`config.mk`:
```
export PLATFORM = sky130hd
export DESIGN_NAME = supply_fault_supervisor
export DESIGN_NICKNAME = d
export VERILOG_FILES = /design/src/common/supply_fault_pkg.sv /design/src/hw/supply_fault_supervisor.sv
export SDC_FILE = /design/constraint.sdc
export NUM_CORES = 1
export LEC_CHECK = 0
export ABC_AREA = 1
export BUFFER_PORTS_ARGS = -buffer_cell sky130_fd_sc_hd__buf_4
export CORE_AREA = 2 2 83 85
export CTS_BUF_LIST = sky130_fd_sc_hd__clkbuf_4 sky130_fd_sc_hd__clkbuf_8
export CTS_CLUSTER_DIAMETER = 30
export DETAILED_ROUTE_END_ITERATION = 10
export DIE_AREA = 0 0 85 87
export PLACE_DENSITY = 0.94
export SYNTH_ARGS = -nofsm -noshare
export SYNTH_HDL_FRONTEND = slang
export SYNTH_SLANG_ARGS = --single-unit
```
`constraint.sdc`:
```
create_clock -name clk_sys -period 4.1 [get_ports clk_sys]
set_input_delay 0.82 -clock clk_sys [delete_from_list [all_inputs] [get_ports clk_sys]]
set_output_delay 0.82 -clock clk_sys [all_outputs]
set_load 0.02 [all_outputs]
```
`src/common/supply_fault_pkg.sv`:
```
package supply_fault_pkg;

  // ****************************************
  // register map (word offsets are byte addresses)
  // ****************************************
  localparam logic [7:0] CTRL_OFFSET   = 8'h00;
  localparam logic [7:0] DIAG_OFFSET   = 8'h04;
  localparam logic [7:0] GPIO_OFFSET   = 8'h08;
  localparam logic [7:0] IRQ_STAT_OFFSET = 8'h0c;
  localparam logic [7:0] IRQ_MASK_OFFSET = 8'h10;

  // ****************************************
  // field positions
  // ****************************************
  localparam int CTRL_SLEEP_BIT     = 0;
  localparam int DIAG_SUPPLY_ERR_BIT = 0;
  localparam int GPIO_IO_UV_BIT     = 0;
  localparam int GPIO_IO_OK_BIT     = 1;
  localparam int IRQ_CORE_UV_BIT    = 0;
  localparam int IRQ_AUX_OC_BIT     = 1;
  localparam int IRQ_IO_UV_BIT      = 2;
  localparam int IRQ_IO_OK_BIT      = 3;
  localparam int IRQ_W              = 4;

  // ****************************************
  // reset values
  // ****************************************
  localparam logic [IRQ_W-1:0] IRQ_MASK_RESET = 4'h0;
  localparam logic             DIAG_RESET     = 1'b0;

  // ****************************************
  // timing
  // ****************************************
  localparam int CLK_MHZ                 = 100;
  localparam int SUPPLY_FAULT_DEGLITCH_NS = 15000;
  localparam int DEGLITCH_CYCLES =
    SUPPLY_FAULT_DEGLITCH_NS * CLK_MHZ / 1000;
  localparam int DEG_W = 11;

  typedef struct packed {
    logic        cyc;
    logic        stb;
    logic        we;
    logic [7:0]  adr;
    logic [3:0]  sel;
    logic [31:0] dat;
  } wb_req_t;

  typedef struct packed {
    logic        ack;
    logic [31:0] dat;
  } wb_rsp_t;

  typedef struct packed {
    logic core_uv;
    logic aux_oc;
    logic io_uv;
  } fault_in_t;

endpackage

```
`src/hw/supply_fault_supervisor.sv`:
```
// Contract
// RULE_01 - writing one to the sleep request bit sends the device to sleep.
// RULE_02 - qualified core undervoltage forces sleep and latches supply error.
// RULE_03 - qualified auxiliary overcurrent switches the regulator off.
// RULE_04 - qualified overcurrent also forces sleep and sets supply error.
// RULE_05 - qualified io undervoltage sets the io flag without sleep.
// RULE_06 - the io flag clears on a write only after qualified supply good.
// RULE_07 - gpio function and gpio wake need the io undervoltage flag at zero.
// RULE_08 - every fault is qualified for about 15 us, 8 to 24 us, first.
// RULE_09 - each deglitch counter restarts whenever its comparator drops.
`timescale 1ns/1ps
module supply_fault_supervisor
  import supply_fault_pkg::*;
(
  input  wire logic                       clk_sys,
  input  wire logic                       rst_n,
  input  wire supply_fault_pkg::wb_req_t  wb_req,
  output      supply_fault_pkg::wb_rsp_t  wb_rsp,
  input  wire supply_fault_pkg::fault_in_t fault_in,
  output      logic                       sleep_enter,
  output      logic                       aux_reg_enable,
  output      logic                       gpio_enable,
  output      logic                       gpio_wake_enable,
  output      logic                       irq
);
  import supply_fault_pkg::*;

  // ****************************************
  // state
  // ****************************************
  typedef struct packed {
    logic [2:0]       sync1;
    logic [2:0]       sync2;
    logic [DEG_W-1:0] cnt_core;
    logic [DEG_W-1:0] cnt_aux;
    logic [DEG_W-1:0] cnt_io_low;
    logic [DEG_W-1:0] cnt_io_ok;
    logic             sleep;
    logic             aux_off;
    logic             supply_err;
    logic             io_uv;
    logic [IRQ_W-1:0] irq_stat;
    logic [IRQ_W-1:0] irq_mask;
    logic             ack;
    logic [31:0]      rdat;
  } state_t;

  localparam logic [DEG_W-1:0] DEG_LIMIT = DEG_W'(DEGLITCH_CYCLES);

  state_t state_reg;
  state_t state_next;

  logic [2:0]       qual;
  logic             io_good;
  logic             bus_hit;
  logic             wr;
  logic [IRQ_W-1:0] ev;

  always_comb begin
    state_next = state_reg;
    // comparators are asynchronous, two flops before use
    state_next.sync1 = {fault_in.io_uv, fault_in.aux_oc, fault_in.core_uv};
    state_next.sync2 = state_reg.sync1;
    qual = 3'h0;
    io_good = 1'b0;

    // ****************************************
    // deglitch counters
    // ****************************************
    // restart on any drop, saturate once qualified
    if (!state_reg.sync2[0]) begin
      state_next.cnt_core = '0; // RULE_09
    end else if (state_reg.cnt_core != DEG_LIMIT) begin
      state_next.cnt_core = state_reg.cnt_core + 1'b1; // RULE_08
    end
    if (!state_reg.sync2[1]) begin
      state_next.cnt_aux = '0; // RULE_09
    end else if (state_reg.cnt_aux != DEG_LIMIT) begin
      state_next.cnt_aux = state_reg.cnt_aux + 1'b1; // RULE_08
    end
    if (!state_reg.sync2[2]) begin
      state_next.cnt_io_low = '0; // RULE_09
    end else if (state_reg.cnt_io_low != DEG_LIMIT) begin
      state_next.cnt_io_low = state_reg.cnt_io_low + 1'b1; // RULE_08
    end
    if (state_reg.sync2[2]) begin
      state_next.cnt_io_ok = '0; // RULE_09
    end else if (state_reg.cnt_io_ok != DEG_LIMIT) begin
      state_next.cnt_io_ok = state_reg.cnt_io_ok + 1'b1;
    end
    qual[0] = state_reg.cnt_core == DEG_LIMIT; // RULE_08
    qual[1] = state_reg.cnt_aux == DEG_LIMIT; // RULE_08
    qual[2] = state_reg.cnt_io_low == DEG_LIMIT; // RULE_08
    io_good = state_reg.cnt_io_ok == DEG_LIMIT; // RULE_06

    // ****************************************
    // bus
    // ****************************************
    bus_hit = wb_req.cyc && wb_req.stb && !state_reg.ack;
    wr = bus_hit && wb_req.we && wb_req.sel[0];
    state_next.ack = bus_hit;
    state_next.rdat = 32'h0000_0000;
    if (bus_hit && !wb_req.we) begin
      case (wb_req.adr)
        CTRL_OFFSET:
          state_next.rdat[CTRL_SLEEP_BIT] = state_reg.sleep;
        DIAG_OFFSET:
          state_next.rdat[DIAG_SUPPLY_ERR_BIT] = state_reg.supply_err;
        GPIO_OFFSET: begin
          state_next.rdat[GPIO_IO_UV_BIT] = state_reg.io_uv;
          state_next.rdat[GPIO_IO_OK_BIT] = io_good;
        end
        IRQ_STAT_OFFSET:
          state_next.rdat[IRQ_W-1:0] = state_reg.irq_stat;
        IRQ_MASK_OFFSET:
          state_next.rdat[IRQ_W-1:0] = state_reg.irq_mask;
        default:
          state_next.rdat = 32'h0000_0000;
      endcase
    end

    // ****************************************
    // supervision actions
    // ****************************************
    if (wr && wb_req.adr == CTRL_OFFSET
        && wb_req.dat[CTRL_SLEEP_BIT]) begin
      state_next.sleep = 1'b1; // RULE_01
    end
    if (qual[0]) begin
      state_next.sleep = 1'b1; // RULE_02
      state_next.supply_err = 1'b1; // RULE_02
    end
    if (qual[1]) begin
      state_next.aux_off = 1'b1; // RULE_03
      state_next.sleep = 1'b1; // RULE_04
      state_next.supply_err = 1'b1; // RULE_04
    end
    // diag flag survives sleep; software clears by writing one
    if (wr && wb_req.adr == DIAG_OFFSET
        && wb_req.dat[DIAG_SUPPLY_ERR_BIT] && !qual[0] && !qual[1]) begin
      state_next.supply_err = 1'b0;
    end
    // clear accepted only with supply good; a new fault wins
    if (wr && wb_req.adr == GPIO_OFFSET && wb_req.dat[GPIO_IO_UV_BIT]
        && io_good) begin
      state_next.io_uv = 1'b0; // RULE_06
    end
    if (qual[2]) begin
      state_next.io_uv = 1'b1; // RULE_05
    end

    // ****************************************
    // interrupts
    // ****************************************
    ev = {io_good && !state_reg.irq_stat[IRQ_IO_OK_BIT] && state_reg.io_uv,
          qual[2] && !state_reg.io_uv,
          qual[1] && !state_reg.aux_off,
          qual[0] && !state_reg.sleep};
    if (wr && wb_req.adr == IRQ_STAT_OFFSET) begin
      state_next.irq_stat = state_reg.irq_stat & ~wb_req.dat[IRQ_W-1:0];
    end
    state_next.irq_stat = state_next.irq_stat | ev;
    if (wr && wb_req.adr == IRQ_MASK_OFFSET) begin
      state_next.irq_mask = wb_req.dat[IRQ_W-1:0];
    end
  end

  always_ff @(posedge clk_sys or negedge rst_n) begin
    if (!rst_n) begin
      state_reg <= '0;
      state_reg.supply_err <= DIAG_RESET;
      state_reg.irq_mask <= IRQ_MASK_RESET;
    end else begin
      state_reg <= state_next;
    end
  end

  assign wb_rsp.ack = state_reg.ack;
  assign wb_rsp.dat = state_reg.rdat;
  assign sleep_enter = state_reg.sleep;
  assign aux_reg_enable = !state_reg.aux_off;
  assign gpio_enable = !state_reg.io_uv; // RULE_07
  assign gpio_wake_enable = !state_reg.io_uv; // RULE_07
  assign irq = |(state_reg.irq_stat & state_reg.irq_mask);

endmodule

```
==> impl_metrics.py <==
metrics = {
    "timing": {
        "hold_viol_final": 0,
        "worst_slew_pin_slew_ps": 820,
        "setup_viol": 0,
        "rsz0062_at_grt": "no",
        "period_needed_ps": 1980,
        "final-max-slew-violation-count": 0,
        "fmax_mhz": 504,
        "tns_ps": 0,
        "finalCritPeriodShare": 0.484,
        "fin_skew_ps": 6.27,
        "worst_slack_ps": 2120,
        "slew_headroom": 0.454,
    },
    "routing": {
        "routedWlPerCell_um": 12.5,
        "ant_nets": 0,
        "dr.pass1.iters": 4,
        "totalWireLength_um": 7420,
        "drc_errors": 0,
        "post_drt_via_cell_ratio": 5.30,
        "drt_iter0_drc": 158,
        "num_vias": 3143,
    },
    "place": {
        "place_ws_ps": 2190,
        "dp_hpwl_um": 5520,
        "gp_congestion": 0.844,
        "portBuffers": 30,
    },
    "logic_synthesis": {
        "netlist_area_mm2": 0.00378,
        "syn_inst": 478,
        "yosysSeqAreaShare": 0.443,
        "yosys_warnings": 0,
        "synth_cell_types": 33,
        "postSynthRegisterBits": 67,
        "avgSynthCellArea_um2": 7.92,
    },
    "critical_path": {
        "crit_path_top_delay_cell": "dfrtp_1",
        "crit_type": "reg -> out",
        "max_stage_delay_ps": 370,
        "r2r_start": "state_reg[45]",
        "critPathMaxFanout": 3,
        "worst_setup_path_start_kind": "flop",
        "cp-startpoint": "state_reg[40]",
        "cp_data_required_time_ps": 3280,
        "arrival_ps": 1160,
        "crit_chain": "inv_1 > o2111ai_1 > buf_4",
        "end_kind": "output port",
    },
    "final_layout": {
        "final_nets": 569,
        "syn_to_final_growth_pct": 8.79,
        "fillers": 540,
        "final_common_cell": "nand2_1",
        "drive_gt1_frac": 0.168,
        "antenna_cells": 0,
        "mostFrequentLayoutCells": "95 x nand2_1, 67 x dfrtp_1, 61 x inv_1, 45 x nor2_1, 38 x nand3_1",
        "largest_register_ff_count": 58,
    },
    "clock_tree": {
        "numCtsBuffers": 9,
        "cts_resized": 0,
        "insertion_delay_ps": 330,
        "cts_max_level": 3,
        "cts_buffer_depth": 2,
        "clk_pin_slew_ps": 70,
        "cts_setup_buffers": 0,
        "hold_buffers": 0,
        "cts.sinks": 67,
        "clock-root-buffer": "clkbuf_8",
        "cts_tree": "yes",
    },
    "floorplan": {
        "dieWidth_um": 85,
        "core_area_mm2": 0.00657,
        "start_util": 0.576,
        "num_io_pins": 90,
        "die_y_um": 87,
        "dieArea_mm2": 0.00740,
        "row_count": 30,
    },
    "power_and_ir_drop": {
        "power.density_mw_per_mm2": 310,
        "power_leakage_uw": 0.00200,
        "vdd_drop_max_mv": 0.182,
    },
    "global_routing": {
        "grt_antenna_before_repair": 0,
        "globalRouteOverflowTotal": 0,
        "grt.total_usage": 0.213,
        "grt_pass1_vias": 2936,
        "grt_max_degree": 68,
        "grt_pass1_wl_um": 12600,
    },
    "worst_hold_path": {
        "worstHoldPathType": "reg -> reg",
        "hold_path.startpoint": "state_next[91]",
    },
    "outcome": {
        "run_status": "complete, no violations",
    },
    "flow_run": {
        "cap_violations": 0,
    },
}
-- per-layer routing --
layer  track usage  wire [um]  up-vias
met1         0.250       3070     1486
li1              -          -     1529
met5             0          0        -
met4        0.0851        136        0
met2         0.374       3710      111
met3        0.0559        493       17
-- worst max-delay path: cells and delay by family, from the launching register on --
family	cells	cell delay, ps
compound gates	1	220
buf+inv	2	240
flops	1	370
-- synth_stat cells --
library cell,instances,area (um2)
nand3_1,38,190
clkbuf_1,3,11.3
nor3_4,1,16.3
o2111ai_1,1,8.76
clkinv_1,1,3.75
nand3_2,5,50.1
xor2_1,6,52.6
nor3_1,9,45.0
or2_0,1,6.26
nor2_2,12,75.1
nor2_4,2,22.5
nand2_1,95,357
o21ai_2,2,17.5
nand3b_1,2,15.0
ha_1,8,100
nand4_1,5,31.3
xnor2_1,2,17.5
o21ai_1,7,35.0
conb_1,1,3.75
o21ai_0,19,95.1
a211oi_1,1,7.51
dfrtp_1,67,1680
a31oi_1,4,25.0
inv_1,61,229
nor3_2,7,70.1
buf_4,34,255
inv_2,6,22.5
and3_1,2,12.5
a21oi_1,24,120
nor2_1,45,169
or2_2,2,12.5
nand2_2,4,25.0
nor4_1,1,6.26
-- metrics by stage --
stage	std cells	hold WS, ps	util	total power (uW)	instance area, um2
global route	593	354	0.627	1330	4120
global placement	578	334	0.601	802	3950
detailed placement	578	335	0.601	807	3950
floorplan	505	331	-	785	3890
finish	593	350	0.627	1280	4120
CTS	593	350	0.627	1290	4120
-- power by group --
part | total [uW] | switching, uW | internal (uW)
Sequential | 692 | 17.3 | 675
Combinational | 103 | 71.5 | 31.6
Clock | 481 | 229 | 252
Total | 1280 | 318 | 958
-- path summary, 6_finish.rpt --
check	end	slack [ps]	depth (start not counted)
worst max-delay path	irq	2120	3
worst min-delay path	state_reg[91]	350	0
worst max register to register	state_reg[41]	2560	9
worst min register to register	state_reg[91]	350	0
max in group asynchronous	state_reg[74]	2980	1
min in group asynchronous	wb_rsp[1]	570	1
-- cells by family (layout without fill, tap and decap cells) --
logic type	Yosys count	in the layout	share of synthesized area
xor+xnor	8	8	0.0185
other cells	1	28	0.000991
buf+inv	105	113	0.138
fa+ha+maj	8	8	0.0264
flops	67	67	0.443
simple gates	231	231	0.292
compound gates	58	58	0.0817
-- cell type report --
class / count / area [um2] / share of cell area
multi-input cells: 333 / 1690 / 0.410
clock buffers: 13 / 160 / 0.0389
clock inverters: 2 / 12.5 / 0.00304
inverters: 68 / 255 / 0.0620
repair buffers: 30 / 225 / 0.0547
flip-flops and latches: 67 / 1680 / 0.407
well taps: 80 / 100 / 0.0243
Note: power is estimated with default switching activity, not from simulation.
